## src/verilog/regulator_seq_pkg.sv

```systemverilog
package regulator_seq_pkg;

    // register port geometry
    localparam int unsigned ADDR_W = 4;
    localparam int unsigned DATA_W = 32;

    // register byte offsets
    localparam logic [ADDR_W-1:0] OFS_SILICON_REVISION = 4'h0;
    localparam logic [ADDR_W-1:0] OFS_RESET_CAUSE      = 4'h4;
    localparam logic [ADDR_W-1:0] OFS_STATUS           = 4'h8;
    localparam logic [ADDR_W-1:0] OFS_CONTROL          = 4'hc;

    // silicon revision word layout
    localparam int unsigned REV_WORD_W = 24;
    localparam int unsigned REV_ID_W   = 4;

    // reset cause register bit positions
    localparam int unsigned CAUSE_POWERUP_BIT  = 0;
    localparam int unsigned CAUSE_BROWNOUT_BIT = 1;

    // status register bit positions
    localparam int unsigned STAT_LV_FLAG_BIT    = 0;
    localparam int unsigned STAT_TRACKING_BIT   = 1;
    localparam int unsigned STAT_REG_ON_BIT     = 2;
    localparam int unsigned STAT_EXEC_BIT       = 3;
    localparam int unsigned STAT_FULL_SPEED_BIT = 4;

    // control register bit positions
    localparam int unsigned CTRL_DET_EN_BIT = 0;
    localparam int unsigned CTRL_SLEEP_BIT  = 1;

    // values after reset
    localparam logic [1:0] CAUSE_RESET   = 2'h1;
    localparam logic       DET_EN_RESET  = 1'b1;

    // timing, figures as specified, and the clock they are counted on
    localparam int unsigned CLK_PERIOD_NS  = 10;
    localparam int unsigned SETTLE_TIME_NS = 20000;
    localparam int unsigned POWERUP_MS     = 64;
    // least times, rounded up to whole cycles
    localparam int unsigned SETTLE_CYCLES =
        (SETTLE_TIME_NS + CLK_PERIOD_NS - 1) / CLK_PERIOD_NS;
    localparam int unsigned POWERUP_CYC =
        (POWERUP_MS * 1000000 + CLK_PERIOD_NS - 1) / CLK_PERIOD_NS;

    // sequencer states, one-hot
    typedef enum logic [5:0] {
        ST_POWERON  = 6'h01,
        ST_SETTLE   = 6'h02,
        ST_DELAY    = 6'h04,
        ST_RUN      = 6'h08,
        ST_SLEEP    = 6'h10,
        ST_BROWNOUT = 6'h20
    } seq_state_e;

    // levels from outside the clock domain, travel together
    typedef struct packed {
        logic strap_level;
        logic supply_stable;
        logic full_speed_ok;
        logic tracking_ok;
        logic regulator_short;
        logic wake;
    } detector_s;

    // register port request
    typedef struct packed {
        logic [ADDR_W-1:0] addr;
        logic [DATA_W-1:0] wdata;
        logic              wr;
        logic              rd;
    } reg_req_s;

endpackage : regulator_seq_pkg

```

## src/verilog/core_regulator_reset_sequencer.sv

```systemverilog
`timescale 1ns/1ps
`default_nettype none
module core_regulator_reset_sequencer
    import regulator_seq_pkg::*;
#(
    parameter logic                 POSITIVE_ENABLE = 1'b1,  // strap variant
    parameter logic [REV_ID_W-1:0]  REVISION_ID     = 4'h1,  // arbitrary value
    parameter int unsigned          POWERUP_CYCLES  = POWERUP_CYC,
    parameter int unsigned          CNT_W           = 24
) (
    input  wire logic                                 core_clk,
    input  wire logic                                 sys_rst,
    input  wire logic                                 clk_en,
    input  wire logic                                 regulator_strap,
    input  wire logic                                 supply_stable,
    input  wire logic                                 full_speed_ok,
    input  wire logic                                 tracking_ok,
    input  wire logic                                 regulator_short,
    input  wire logic                                 wake_event,
    input  wire logic [regulator_seq_pkg::ADDR_W-1:0] reg_addr,
    input  wire logic [regulator_seq_pkg::DATA_W-1:0] reg_wdata,
    input  wire logic                                 reg_wr,
    input  wire logic                                 reg_rd,
    output var  logic [regulator_seq_pkg::DATA_W-1:0] reg_rdata,
    output var  logic                                 exec_enable,
    output var  logic                                 brownout_reset,
    output var  logic                                 tracking_mode,
    output var  logic                                 full_speed_allowed,
    output var  logic                                 low_voltage_flag,
    output var  logic                                 regulator_enabled
);
    import regulator_seq_pkg::*;

    // counter loads, typed at counter width
    localparam logic [CNT_W-1:0] SETTLE_LOAD = CNT_W'(SETTLE_CYCLES - 1);
    localparam logic [CNT_W-1:0] DELAY_LOAD  = CNT_W'(POWERUP_CYCLES - 1);

    // refuse counts the counter cannot hold
    initial begin
        if (POWERUP_CYCLES < 1 || SETTLE_CYCLES < 1)
            $error("sequencer: delay counts must be at least one cycle");
        if (CNT_W > 31 || (64'(1) << CNT_W) <= 64'(POWERUP_CYCLES))
            $error("sequencer: CNT_W too small for power-up count");
        if ((64'(1) << CNT_W) <= 64'(SETTLE_CYCLES))
            $error("sequencer: CNT_W too small for settle count");
    end

    // strap level to regulator decision for the built variant
    function automatic logic strap_means_on(input logic level);
        return POSITIVE_ENABLE ? level : ~level;
    endfunction : strap_means_on

    // ---------------------------------------------------------------
    // input synchronisation
    // ---------------------------------------------------------------
    detector_s det_raw;  // pin levels as they arrive
    detector_s det;      // after two flops
    reg_req_s  req;      // register port, same clock, no sync

    assign det_raw.strap_level     = regulator_strap;
    assign det_raw.supply_stable   = supply_stable;
    assign det_raw.full_speed_ok   = full_speed_ok;
    assign det_raw.tracking_ok     = tracking_ok;
    assign det_raw.regulator_short = regulator_short;
    assign det_raw.wake            = wake_event;

    assign req.addr  = reg_addr;
    assign req.wdata = reg_wdata;
    assign req.wr    = reg_wr;
    assign req.rd    = reg_rd;

    // every analog detector level is retimed before use
    detector_sync #(
        .W        ($bits(detector_s))
    ) u_sync (
        .core_clk (core_clk),
        .sys_rst  (sys_rst),
        .clk_en   (clk_en),
        .async_in (det_raw),
        .sync_out (det)
    );

    // ---------------------------------------------------------------
    // state and registers
    // ---------------------------------------------------------------
    seq_state_e        state_r, state_nxt;     // sequencer state
    logic [CNT_W-1:0]  cnt_r, cnt_nxt;         // hold-off down counter
    logic              reg_on_r, reg_on_nxt;   // latched strap decision
    logic              wake_prev_r;            // for wake edge detect
    logic [1:0]        cause_r, cause_nxt;     // reset cause bits
    logic              lv_flag_r, lv_flag_nxt; // sticky low-voltage flag
    logic              det_en_r, det_en_nxt;   // detection enable
    logic [DATA_W-1:0] rdata_nxt;              // read mux result

    // ---------------------------------------------------------------
    // register decode
    // ---------------------------------------------------------------
    wire hit_rev    = (req.addr == OFS_SILICON_REVISION);
    wire hit_cause  = (req.addr == OFS_CONTROL) ? 1'b0 : (req.addr == OFS_RESET_CAUSE);
    wire hit_status = (req.addr == OFS_STATUS);
    wire hit_ctrl   = (req.addr == OFS_CONTROL);

    wire wr_cause  = req.wr & hit_cause;
    wire wr_status = req.wr & hit_status;
    wire wr_ctrl   = req.wr & hit_ctrl;

    // sleep is a command bit, it never stores
    wire sleep_cmd = wr_ctrl & req.wdata[CTRL_SLEEP_BIT];

    // ---------------------------------------------------------------
    // supply conditions
    // ---------------------------------------------------------------
    // brownout only exists with the regulator running
    wire bo_short   = reg_on_r & det.regulator_short;
    wire bo_low     = reg_on_r & ~det.tracking_ok;
    wire bo_cond    = bo_short | bo_low;

    // tracking when supply is under the full-speed level
    wire tracking   = reg_on_r & ~det.full_speed_ok;

    // detection gated by regulator state and software enable
    wire lv_detect  = reg_on_r & det_en_r & ~det.full_speed_ok;

    // rising edge of the retimed wake level
    wire wake_rise  = det.wake & ~wake_prev_r;

    // counter expiry
    wire cnt_done   = (cnt_r == '0);

    // strap decision as seen now, used once at power-on exit
    wire strap_on   = strap_means_on(det.strap_level);

    // ---------------------------------------------------------------
    // sequencer next state
    // ---------------------------------------------------------------
    always_comb begin
        state_nxt  = state_r;
        cnt_nxt    = cnt_done ? cnt_r : cnt_r - CNT_W'(1);
        reg_on_nxt = reg_on_r;
        case (state_r)
            ST_POWERON: begin
                // the synchronisers have filled by the time stable is seen
                if (det.supply_stable) begin
                    reg_on_nxt = strap_on;
                    if (strap_on) begin
                        state_nxt = ST_SETTLE;
                        cnt_nxt   = SETTLE_LOAD;
                    end else begin
                        state_nxt = ST_DELAY;
                        cnt_nxt   = DELAY_LOAD;
                    end
                end
            end
            ST_SETTLE: begin
                // execution stays blocked until the count runs out
                if (bo_cond) begin
                    state_nxt = ST_BROWNOUT;
                end else if (cnt_done) begin
                    state_nxt = ST_RUN;
                end
            end
            ST_DELAY: begin
                // regulator off: no brownout path, just wait
                if (cnt_done) begin
                    state_nxt = ST_RUN;
                end
            end
            ST_RUN: begin
                if (bo_cond) begin
                    state_nxt = ST_BROWNOUT;
                end else if (sleep_cmd) begin
                    state_nxt = ST_SLEEP;
                end
            end
            ST_SLEEP: begin
                if (bo_cond) begin
                    state_nxt = ST_BROWNOUT;
                end else if (wake_rise) begin
                    // regulator on: settle again on every resume
                    if (reg_on_r) begin
                        state_nxt = ST_SETTLE;
                        cnt_nxt   = SETTLE_LOAD;
                    end else begin
                        state_nxt = ST_RUN;
                    end
                end
            end
            ST_BROWNOUT: begin
                // held in reset until supply is good, then settle anew
                if (!bo_cond && det.supply_stable) begin
                    state_nxt = ST_SETTLE;
                    cnt_nxt   = SETTLE_LOAD;
                end
            end
            default: begin
                // illegal code: restart the sequence cleanly
                state_nxt = ST_POWERON;
            end
        endcase
    end

    // ---------------------------------------------------------------
    // software visible flags
    // ---------------------------------------------------------------
    // cause bits: software clears by writing 0, hardware set wins
    always_comb begin
        cause_nxt = cause_r;
        if (wr_cause) begin
            cause_nxt = cause_r & req.wdata[1:0];
        end
        if (state_nxt == ST_BROWNOUT && state_r != ST_BROWNOUT) begin
            cause_nxt[CAUSE_BROWNOUT_BIT] = 1'b1;
        end
    end

    // low-voltage flag: write 1 clears, a live condition wins
    always_comb begin
        lv_flag_nxt = lv_flag_r;
        if (wr_status && req.wdata[STAT_LV_FLAG_BIT]) begin
            lv_flag_nxt = 1'b0;
        end
        if (lv_detect) begin
            lv_flag_nxt = 1'b1;
        end
    end

    // detection enable bit of the control register
    always_comb begin
        det_en_nxt = det_en_r;
        if (wr_ctrl) begin
            det_en_nxt = req.wdata[CTRL_DET_EN_BIT];
        end
    end

    // ---------------------------------------------------------------
    // read mux, unmapped offsets read zero
    // ---------------------------------------------------------------
    wire [DATA_W-1:0] rev_word = DATA_W'({{(REV_WORD_W-REV_ID_W){1'b0}}, REVISION_ID});

    wire [DATA_W-1:0] status_word = DATA_W'({
        full_speed_allowed,
        exec_enable,
        reg_on_r,
        tracking_mode,
        lv_flag_r
    });

    always_comb begin
        rdata_nxt = '0;
        if (req.rd) begin
            case (1'b1)
                hit_rev:    rdata_nxt = rev_word;
                hit_cause:  rdata_nxt = DATA_W'(cause_r);
                hit_status: rdata_nxt = status_word;
                hit_ctrl:   rdata_nxt = DATA_W'(det_en_r);
                default:    rdata_nxt = '0;
            endcase
        end
    end

    // ---------------------------------------------------------------
    // state flops, everything frozen while clk_en is low
    // ---------------------------------------------------------------
    always_ff @(posedge core_clk) begin
        if (sys_rst) begin
            state_r     <= ST_POWERON;
            cnt_r       <= '0;
            reg_on_r    <= 1'b0;
            wake_prev_r <= 1'b0;
        end else if (clk_en) begin
            state_r     <= state_nxt;
            cnt_r       <= cnt_nxt;
            reg_on_r    <= reg_on_nxt;
            wake_prev_r <= det.wake;
        end
    end

    // software registers
    always_ff @(posedge core_clk) begin
        if (sys_rst) begin
            cause_r   <= CAUSE_RESET;
            lv_flag_r <= 1'b0;
            det_en_r  <= DET_EN_RESET;
            reg_rdata <= '0;
        end else if (clk_en) begin
            cause_r   <= cause_nxt;
            lv_flag_r <= lv_flag_nxt;
            det_en_r  <= det_en_nxt;
            reg_rdata <= rdata_nxt;
        end
    end

    // outputs registered from next-state values, tracking_mode and the full_speed_allowed mask from the present tracking term
    always_ff @(posedge core_clk) begin
        if (sys_rst) begin
            exec_enable        <= 1'b0;
            brownout_reset     <= 1'b0;
            tracking_mode      <= 1'b0;
            full_speed_allowed <= 1'b0;
            low_voltage_flag   <= 1'b0;
            regulator_enabled  <= 1'b0;
        end else if (clk_en) begin
            exec_enable        <= (state_nxt == ST_RUN);
            brownout_reset     <= (state_nxt == ST_BROWNOUT);
            tracking_mode      <= tracking;
            full_speed_allowed <= (state_nxt == ST_RUN) & ~tracking;
            low_voltage_flag   <= lv_flag_nxt;
            regulator_enabled  <= reg_on_nxt;
        end
    end

endmodule : core_regulator_reset_sequencer
`default_nettype wire

```

## src/verilog/detector_sync.sv

```systemverilog
`timescale 1ns/1ps
`default_nettype none
module detector_sync
    import regulator_seq_pkg::*;
#(
    parameter int unsigned W = $bits(detector_s)
) (
    input  wire logic         core_clk,
    input  wire logic         sys_rst,
    input  wire logic         clk_en,
    input  wire logic [W-1:0] async_in,
    output var  logic [W-1:0] sync_out
);
    // first stage is read only by the second stage
    logic [W-1:0] meta_r;

    initial begin
        if (W < 1) $error("detector_sync: W must be at least 1");
    end

    // two flops per level, frozen with the clock enable
    always_ff @(posedge core_clk) begin
        if (sys_rst) begin
            meta_r   <= '0;
            sync_out <= '0;
        end else if (clk_en) begin
            meta_r   <= async_in;
            sync_out <= meta_r;
        end
    end
endmodule : detector_sync
`default_nettype wire

```

## config.mk

```make
export PLATFORM = sky130hd
export DESIGN_NAME = core_regulator_reset_sequencer
export DESIGN_NICKNAME = d
export VERILOG_FILES = /design/src/verilog/regulator_seq_pkg.sv /design/src/verilog/core_regulator_reset_sequencer.sv /design/src/verilog/detector_sync.sv
export SDC_FILE = /design/constraint.sdc
export NUM_CORES = 1
export LEC_CHECK = 0
export ABC_AREA = 1
export BUFFER_PORTS_ARGS = -buffer_cell sky130_fd_sc_hd__buf_2
export CORE_ASPECT_RATIO = 0.6
export CORE_MARGIN = 4
export CORE_UTILIZATION = 50
export CTS_BUF_LIST = sky130_fd_sc_hd__clkbuf_8
export DETAILED_ROUTE_END_ITERATION = 6
export PLACE_DENSITY = 0.85
export SLEW_MARGIN = 30
export SYNTH_ARGS = -nofsm -noshare
export SYNTH_HDL_FRONTEND = slang
export SYNTH_SLANG_ARGS = --single-unit
```

## constraint.sdc

```tcl
create_clock -name core_clk -period 2.77 [get_ports core_clk]
set_input_delay 0.4155 -clock core_clk [delete_from_list [all_inputs] [get_ports core_clk]]
set_output_delay 0.4155 -clock core_clk [all_outputs]
set_load 0.03 [all_outputs]
```

# Word level (Yosys, flattened, before mapping)

Cells that the tools add are included.

Register bits: 84
Input bits: 47
Output and inout port bits: 38
Logic and storage cells: 89

$add $sub $neg: 1
Equal/unequal tests: 12
Muxes and demuxes: 31
Bitwise operators: 17
Reduce and logical (&&, ||, !) cells: 13

Operators with widths:

| kind                                               | number |
|---|---|
| two-way mux 24 bit                                 | 6 |
| one-hot mux 24 bit (3 select lines)                | 1 |
| two-way mux 6 bit                                  | 8 |
| one-hot mux 6 bit (6 select lines)                 | 1 |
| zero test 24 bit                                   | 1 |
| subtractor 24 x 1 -> 24 bit, second input constant | 1 |
| two-way mux 23 bit                                 | 1 |
| two-way mux 5 bit                                  | 4 |
| == test 6 x 4 -> 1 bit, second input constant      | 2 |
| == test 6 bit, second input constant               | 2 |
| bitwise AND 1 bit                                  | 11 |
| == test 4 bit, second input constant               | 2 |
| AND reduction 2 bit                                | 4 |
| two-way mux 1 bit                                  | 7 |
| == test 6 x 1 -> 1 bit, second input constant      | 1 |
| == test 6 x 2 -> 1 bit, second input constant      | 1 |
| == test 6 x 3 -> 1 bit, second input constant      | 1 |
| == test 6 x 5 -> 1 bit, second input constant      | 1 |
| inequality test 6 bit, second input constant       | 1 |
| == test 4 x 3 -> 1 bit, second input constant      | 1 |
| zero test 4 bit                                    | 1 |
| two-way mux 4 bit                                  | 1 |
| NOT 1 bit                                          | 4 |
| nonzero test 2 bit                                 | 2 |
| other kinds (7)                                    | 9 |

# Depth between registers and ports, before layout

Gate-level depths: netlist (run 1).

Depth in word-level cells: 11
Depth in mapped cells: 13
Mapped depth without buffers: 13

# By module

Synthesis (run 1) repeated with hierarchy kept, for this count alone.

Cell total of the unflattened synthesis: 540
Area, all modules: 3448.3 µm²

Modules (own cells, without submodules):

| module                         | instances | cells an instance | area an instance (µm²) | sequential area each (µm²) |
|---|---|---|---|---|
| core_regulator_reset_sequencer | 1         | 464               | 2951.6                 | 900.9 |
| detector_sync                  | 1         | 76                | 496.7                  | 240.2 |

# Least setup slack after synthesis (run 1)

Ideal clock, no wire load.

Path kind: flip-flop to flip-flop
Start: reg, netlist name regulator_enabled
End: reg cnt_r[9]
Library setup time: 109 ps
Arrival time: 1473 ps
Required time: 2661 ps
Slack: 1188 ps
Stages on the path, launching flop included: 12
Path buffers: 0
Clock period less this slack: 1582 ps
Path through: dfxtp_1 > inv_2 > a21oi_4 > nor2_1 > nand2_1 > nand3_2 > nand2_4 > clkinv_1 > nor2_1 > nand2_1 > nand2_1 > inv_1

RTL lines:

| what                 | RTL line                              | text |
|---|---|---|
| to (signal assigned) | core_regulator_reset_sequencer.sv:272 | `cnt_r <= cnt_nxt;` |
| to (decl)            | core_regulator_reset_sequencer.sv:87  | `logic [CNT_W-1:0] cnt_r, cnt_nxt;` |

# Worst setup path after layout (run 1)

Start: reg cnt_r[0]
End: reg cnt_r[23]

Word-level cells in the longest chain between the ends: 6
Elaborated cells on any way between the ends: 9
Those cells by class: 1 x add/sub; 7 x mux; 1 x reduce/logical

RTL lines:

| what                                                            | RTL line                                                                     | text |
|---|---|---|
| subtractor 24 x 1 -> 24 bit or zero test 24 bit (tied branches) | core_regulator_reset_sequencer.sv:138, core_regulator_reset_sequencer.sv:128 |  |
| two-way mux 24 bit (*)                                          | core_regulator_reset_sequencer.sv:138                                        | `cnt_nxt = cnt_done ? cnt_r : cnt_r - CNT_W'(1);` |
| two-way mux 24 bit                                              | core_regulator_reset_sequencer.sv:180                                        | `if (reg_on_r) begin` |
| two-way mux 24 bit                                              | core_regulator_reset_sequencer.sv:178                                        | `end else if (wake_rise) begin` |
| two-way mux 24 bit                                              | core_regulator_reset_sequencer.sv:176                                        | `if (bo_cond) begin` |
| one-hot mux 24 bit (3 select lines) (*)                         | core_regulator_reset_sequencer.sv:140                                        | `case (state_r)` |

Every way passes the cells marked *; elsewhere a longest branch is shown, timed or not.
A chain may end at the register's enable or synchronous reset.

==> implementation parameters, run 1 <==
Parameter                              Value

Status
  Status ... finished clean

Critical path
  Setup slack, reg-to-reg ... 0.90 ns
  Nature of the critical path startpoint ... flip-flop
  Maximum fanout along the worst path ... 6
  CP Class ... flip-flop to flip-flop
  Setup crit end kind ... flip-flop
  Signal arrival time at the worst endpoint ... 2.15 ns
  Critical Path RT ... 3.05 ns

Floorplanning
  Die Footprint ... 0.00804 mm²
  Core Area ... around 0.0063 mm²
  Starting density of the core ... 0.528
  Floorplan row count ... 22
  Number of ports placed on the die boundary ... 85
  Floorplan die width ... 113 µm
  Vertical die dimension ... 71.1 µm

Power and ir drop
  Static power due to leakage ... approximately 1.7 nW
  Cell internal power dissipation ... 1.56 mW
  Relative contribution of the clock network to total power ... 0.261
  Sequential Power Share ... 0.377
  Sw frac ... 0.406
  Combinational Power Share ... 0.362
  PnR Total Power ... 2.63 mW
  Power Dens Cells ... between 700 and 800 mW/mm²
  Worst voltage drop across the vdd grid ... between 0.4 and 0.5 mV
  Net switching power ... 1.07 mW

Clock network
  Sink count of the clock tree ... 57
  Worst-case clock buffer depth ... 2
  Worst skew pair latency ... 0.35 ns
  Resized cells post-CTS ... 0
  Root cell of the clock tree ... clkbuf_8
  Clock tree from TritonCTS ... yes
  Total of hold buffers inserted after clock tree synthesis ... 0
  H-Tree Level Count ... 3
  Setup repair bufs after CTS ... 0
  Reg clk slew, reported paths ... about 0.06 ns
  Number of buffers created by CTS ... 9

Placed design
  Port-buffer cells ... 27
  Pre-CTS WS ... about 0.87 ns
  Dpl hpwl ... 5970 µm
  Weighted congestion reported at the end of routability-driven placement ... roughly 0.95

GRT
  Met2 global-route usage ... 0.277
  Antenna violations before repair ... 0
  Final global-route overflow total ... 0
  Wire length of the first global-routing pass ... 13,300 µm
  Met3 demand-to-capacity share in global routing ... 0.0564
  Vias in the first global route ... 2,712
  Met1 capacity usage during global routing ... 0.312
  Tot GR Track Use ... 0.208
  Peak-usage layer in the global routing report ... met1
  Pin count of the biggest net entering global routing ... 34

Hold path
  Min-Delay Path Class ... input pin to flip-flop

Detailed routing
  Via-per-instance ratio ... about 5.2
  Total number of vias ... roughly 3,200
  Residual DRC ... 0
  DR pass1 iterations ... 5
  WL per Instance ... roughly 14 µm
  ANT nets after route ... 0
  DRC violation total after the first TritonRoute iteration ... about 290
  Post-Route WL ... just over 8000 µm

Timing
  Period utilisation layout ... 0.676
  Final hold violation count ... 0
  Min cycle time layout ... 1.87 ns
  Unrepaired setup endpoints after global routing ... no
  Count of final max-slew check failures ... 0
  Total negative setup slack ... 0 ns
  Final worst clock skew ... 0.00915 ns
  Post-route setup slack ... ~0.90 ns
  Worst slew slack as a fraction of its limit ... 0.451
  Achievable Freq ... 0.534 GHz
  Transition time at the pin with the least slew margin ... approximately 0.82 ns
  Final Setup Violations ... 0

Cells and area
  Commonest non-fill, non-tap cells in the layout ... nand2_1 (92), nor2_1 (66), dfxtp_1 (57), inv_1 (46), a21oi_1 (39)
  Fraction of layout instances using a drive strength above 1 ... 0.156
  Most common cell after layout, fill and taps aside ... nand2_1
  Area added between synthesis and finish ... 8.23%
  Net count of the finished layout ... 563
  Diode insertion count for antenna repair ... 0

Logic synthesis
  Count of distinct cell types in the synthesized netlist ... 37
  Syn. warnings ... 0
  Mean area per synthesized cell ... a little under 7 µm²
  Netlist area before placement ... 0.00331 mm²
  Flip-flop and latch count after synthesis ... 57
  Sequential area share after synthesis ... 0.344
  Post-synthesis instance total ... 488

Job
  Max-cap violation count ... 0
[path summary, 6_finish.rpt]
check                                startpoint               end  cells past startpoint
worst max-delay path                   cnt_r[0]         cnt_r[23]                     13
worst min-delay path            regulator_short  u_sync.meta_r[1]                      3
worst max register to register         cnt_r[0]         cnt_r[23]                     13
worst min register to register     reg_rdata[1]      reg_rdata[1]                      2
[critical path, cell delays in order (launching register included)]
cell	delay [ns]
dfxtp_1	0.37
inv_1	0.11
ha_1	0.27
nand2_2	0.16
nor2_4	0.08
nand3_4	0.15
nand2_4	0.08
inv_2	0.07
nand2_1	0.08
nor2_1	0.18
nand2_1	0.07
nand2_1	0.07
nand2_1	0.04
nor2_1	0.08
[synthesized netlist by cell type, drive strengths merged]
master   instances  area [µm²]
inv             49         186
dfxtp           57        1140
o21a             1        7.51
nor2            81         357
o21ai           33         165
nor4             3        18.8
a32o             1        10.0
nor3            11        86.3
buf             32         228
a31oi            1        6.26
o2111ai          1        8.76
nand3           38         208
xor2             6        52.6
a21oi           40         211
a211oi           1        7.51
nand3b           7        52.6
ha               1        12.5
o211ai           4        30.0
nand2          102         428
clkinv           1        3.75
clkbuf           7        26.3
nand4            9        56.3
conb             1        3.75
and3             1        6.26
[state kept, by name, indices dropped and copies added, names as in the netlist, 2 cells and up]
signal	flops
cnt_r	24
state_r	6
u_sync.meta_r	6
u_sync.sync_out	6
reg_rdata	5
cause_r	2
[through the flow]
step / util / area (µm²) / instances / hold WS, ns
final: 0.571 / 3590 / 604 / 0.293
after global routing: 0.571 / 3590 / 604 / 0.282
after CTS: 0.571 / 3590 / 604 / 0.280
after detailed placement: 0.544 / 3410 / 588 / 0.452
after global placement: 0.544 / 3410 / 588 / 0.449
after floorplan: - / 3410 / 514 / 0.436
[routing by layer]
metal | vias to the layer above | wire (µm) | part of all wire
li1 | 1598 | - | -
met1 | 1408 | 4040 | 0.49
met2 | 136 | 3260 | 0.40
met3 | 18 | 788 | 0.096
met4 | 0 | 123 | 0.015
met5 | - | 0 | 0
[power by group through the flow]
stage,combinational [mW],clock [mW],sequential [mW]
after global placement,0.896,0,1.00
after global routing,1.06,0.746,1.00
after CTS,0.933,0.706,0.990
final,0.954,0.688,0.993
after detailed placement,0.921,0,1.01
after floorplan,0.767,0,0.992
[layout make-up]
cell class              instances  area [µm²]
fillers                       637        2690
multi-input cells             368        1830
flip-flops and latches         57        1140
inverters                      50         190
clock buffers                  11         151
repair buffers                 29         150
well taps                      84         105
clock inverters                 5        22.5
[logic make-up (layout without fill, tap and decap cells)]
kind of cell | count (synthesis) | count (layout) | synth area share
DFF | 57 | 57 | 0.344
buffers and inverters | 89 | 95 | 0.134
and+or+nand+nor | 252 | 252 | 0.366
adders and majority gates | 1 | 1 | 0.00378
other | 1 | 27 | 0.00113
AOI/OAI and AO/OA | 82 | 82 | 0.135
xor gates and xnor gates | 6 | 6 | 0.0159
Note: power is estimated with default switching activity, not from simulation.
==> run 2, diff against run 1 <==
==> constraint.sdc (replaced) <==
create_clock -name core_clk -period 1.9 [get_ports core_clk]
set_input_delay 0.285 -clock core_clk [delete_from_list [all_inputs] [get_ports core_clk]]
set_output_delay 0.285 -clock core_clk [all_outputs]
set_load 0.03 [all_outputs]
==> implementation parameters, run 2 (synthesized netlist as in run 1, its figures left out) <==
Parameter                              Value

Placed design
  Placed cell count ... 595 (+1.2%)
  Pre-CTS WS ... 0.101 ns (-0.768 ns)
  Port-buffer cells ... 27 (unchanged)
  Weighted congestion reported at the end of routability-driven placement ... 0.974 (+2.7%)
  Dpl hpwl ... 6000 µm (+0.51%)

Cells and area
  Diode insertion count for antenna repair ... 0 (unchanged)
  Area added between synthesis and finish ... 11.1%
  Register with the most flip-flops ... cnt_r
  Final core utilization ... 0.586 (+0.0150)
  Most common cell after layout, fill and taps aside ... nand2_1
  Number of cells in the finished layout apart from fillers ... 610 (+0.99%)
  Fraction of layout instances using a drive strength above 1 ... 0.173 (+0.0172)
  Net count of the finished layout ... 570 (+1.2%)
  Commonest non-fill, non-tap cells in the layout ... nand2_1 (92), nor2_1 (64), dfxtp_1 (57), inv_1 (45), a21oi_1 (39)
  Max FFs per register ... 24 (unchanged)

Status
  Status ... finished clean

Critical path
  Worst Reg2Reg Path Length in Cells ... 13 (unchanged)
  Slowest cell on the critical path ... dfxtp_1
  Biggest cell delay along the critical path ... 0.33 ns (-0.04 ns)
  Nature of the critical path startpoint ... flip-flop
  Setup slack, reg-to-reg ... 0.13 ns (-0.77 ns)
  Most frequent cell on the critical path ... nand2_1
  Maximum fanout along the worst path ... 6 (unchanged)
  Cells traversed along the worst timing path ... inv_1 > ha_2 > nand2_2 > nor2_4 > nand3_4 > nand2_4 > inv_2 > nand2_1 > nor2_2 > nand2_1 > nand2_1 > nand2_1 > nor2_1
  CP top delay family ... simple AND/OR/NAND/NOR gates
  Cell depth of the worst setup path ... 13 (unchanged)
  Setup crit end kind ... flip-flop
  Total buffers and inverters traversed by the critical path ... 2 (unchanged)
  Signal arrival time at the worst endpoint ... 2.01 ns (-0.14 ns)
  FF-to-FF Start ... cnt_r[0]
  Destination of the worst register-to-register timing path ... cnt_r[23]
  CP Class ... flip-flop to flip-flop
  Critical Path RT ... 2.14 ns (-0.91 ns)

Timing
  Achievable Freq ... 0.564 GHz (+5.5%)
  Final worst clock skew ... 0.00527 ns (-0.00388 ns)
  Post-route setup slack ... 0.126 ns (-0.772 ns)
  Final hold violation count ... 0 (unchanged)
  Unrepaired setup endpoints after global routing ... yes
  Final Setup Violations ... 0 (unchanged)
  Count of final max-slew check failures ... 0 (unchanged)
  Period utilisation layout ... 0.934 (+0.258)
  Min cycle time layout ... 1.77 ns (-0.0977 ns)

Detailed routing
  ANT nets after route ... 0 (unchanged)
  DR pass1 iterations ... 5 (unchanged)
  Total number of vias ... 3,189 (+0.92%)
  WL per Instance ... 13.1 µm (-4.0%)
  DRC violation total after the first TritonRoute iteration ... 259 (-9.8%)
  Post-Route WL ... 7960 µm (-3.0%)
  Residual DRC ... 0 (unchanged)
  Via-per-instance ratio ... 5.23 (about the same)

Floorplanning
  Die Footprint ... 0.00804 mm² (unchanged)
  Starting density of the core ... 0.528 (unchanged)
  Core Area ... 0.00628 mm² (unchanged)
  Vertical die dimension ... 71.1 µm (unchanged)
  Floorplan row count ... 22 (unchanged)
  Floorplan die width ... 113 µm (unchanged)
  Number of ports placed on the die boundary ... 85 (unchanged)

GRT
  Wire length of the first global-routing pass ... 13,200 µm (-0.47%)
  Pin count of the biggest net entering global routing ... 24 (-29%)
  Tot GR Track Use ... 0.207 (-0.000535)
  Antenna violations before repair ... 0 (unchanged)
  Final global-route overflow total ... 0 (unchanged)
  Vias in the first global route ... 2,815 (+3.8%)

Power and ir drop
  Power Dens Cells ... 1080 mW/mm² (+47%)
  PnR Total Power ... 3.98 mW (+51%)
  Static power due to leakage ... 1.70 nW (+2.6%)
  Worst voltage drop across the vdd grid ... 0.459 mV (-4.1%)

Hold path
  Min-Delay Path Class ... input pin to flip-flop
  Number of cells on the worst hold path ... 3 (unchanged)
  Sink of the worst hold path ... u_sync.meta_r[4]
  HP Start ... supply_stable

Clock network
  Worst skew pair latency ... 0.35 ns (about the same)
  Reg clk slew, reported paths ... 0.06 ns (about the same)
  Root cell of the clock tree ... clkbuf_8
  H-Tree Level Count ... 3 (unchanged)
  Sink count of the clock tree ... 57 (unchanged)
  Clock tree from TritonCTS ... yes
  Worst-case clock buffer depth ... 2 (unchanged)
  Number of buffers created by CTS ... 9 (unchanged)

Job
  Max-cap violation count ... 0 (unchanged)
run 2: worst min-delay path: cells and delay by family:
kind | cells | cell delay, ns
simple gates | 2 | 0.11
buf+inv | 1 | 0.07
run 2: layout make-up:
cell class | count | area [µm²]
timing repair buffer | 36 | 215
clock buffer | 11 | 151
tap | 84 | 105
sequential | 57 | 1140
inverter | 50 | 190
clock inverter | 4 | 43.8
fill | 612 | 2600
multi-input combinational | 368 | 1830
run 2: power by group:
part | internal, mW | switching (mW) | leakage [nW]
Combinational | 0.454 | 0.940 | 1.12
Clock | 0.660 | 0.481 | 0.106
Sequential | 1.32 | 0.131 | 0.467
Total | 2.43 | 1.55 | 1.70
run 2: metal layers:
metal / share of wire / routed length (µm) / track usage / vias to the layer above
met3: 0.12 / 933 / 0.0726 / 14
met4: 0.014 / 114 / 0.0680 / 0
met5: 0 / 0 / 0 / -
li1: - / - / - / 1608
met2: 0.40 / 3170 / 0.290 / 146
met1: 0.47 / 3740 / 0.295 / 1421
run 2: how the worst max path moves through the flow:
| stage | slack, ns | to | startpoint |
|---|---|---|---|
| 6_report | 0.13 | cnt_r[23] | cnt_r[0] |
| 5_1_grt | -0.02 | cnt_r[23] | cnt_r[0] |
| 4_1_cts | 0.08 | cnt_r[23] | cnt_r[0] |
| 3_5_place_dp | 0.10 | cnt_r[23] | cnt_r[0] |
| 3_3_place_gp | 0.15 | cnt_r[23] | cnt_r[0] |
| 2_1_floorplan | 0.32 | cnt_r[9] | regulator_enabled |
run 2: metrics by stage:
stage | instance area (µm²) | hold slack (ns) | TNS (ns)
final | 3680 | 0.162 | 0
after global routing | 3680 | 0.146 | -0.0250
after CTS | 3670 | 0.152 | 0
after detailed placement | 3480 | 0.455 | 0
after global placement | 3480 | 0.447 | 0
after floorplan | 3410 | 0.363 | 0
run 2: what timing repair did:
item | CTS | global route
endpoints found under the setup margin | 0 | 10
setup buffers | 0 | 0
hold buffers | 0 | 0
resized for setup | 0 | 3
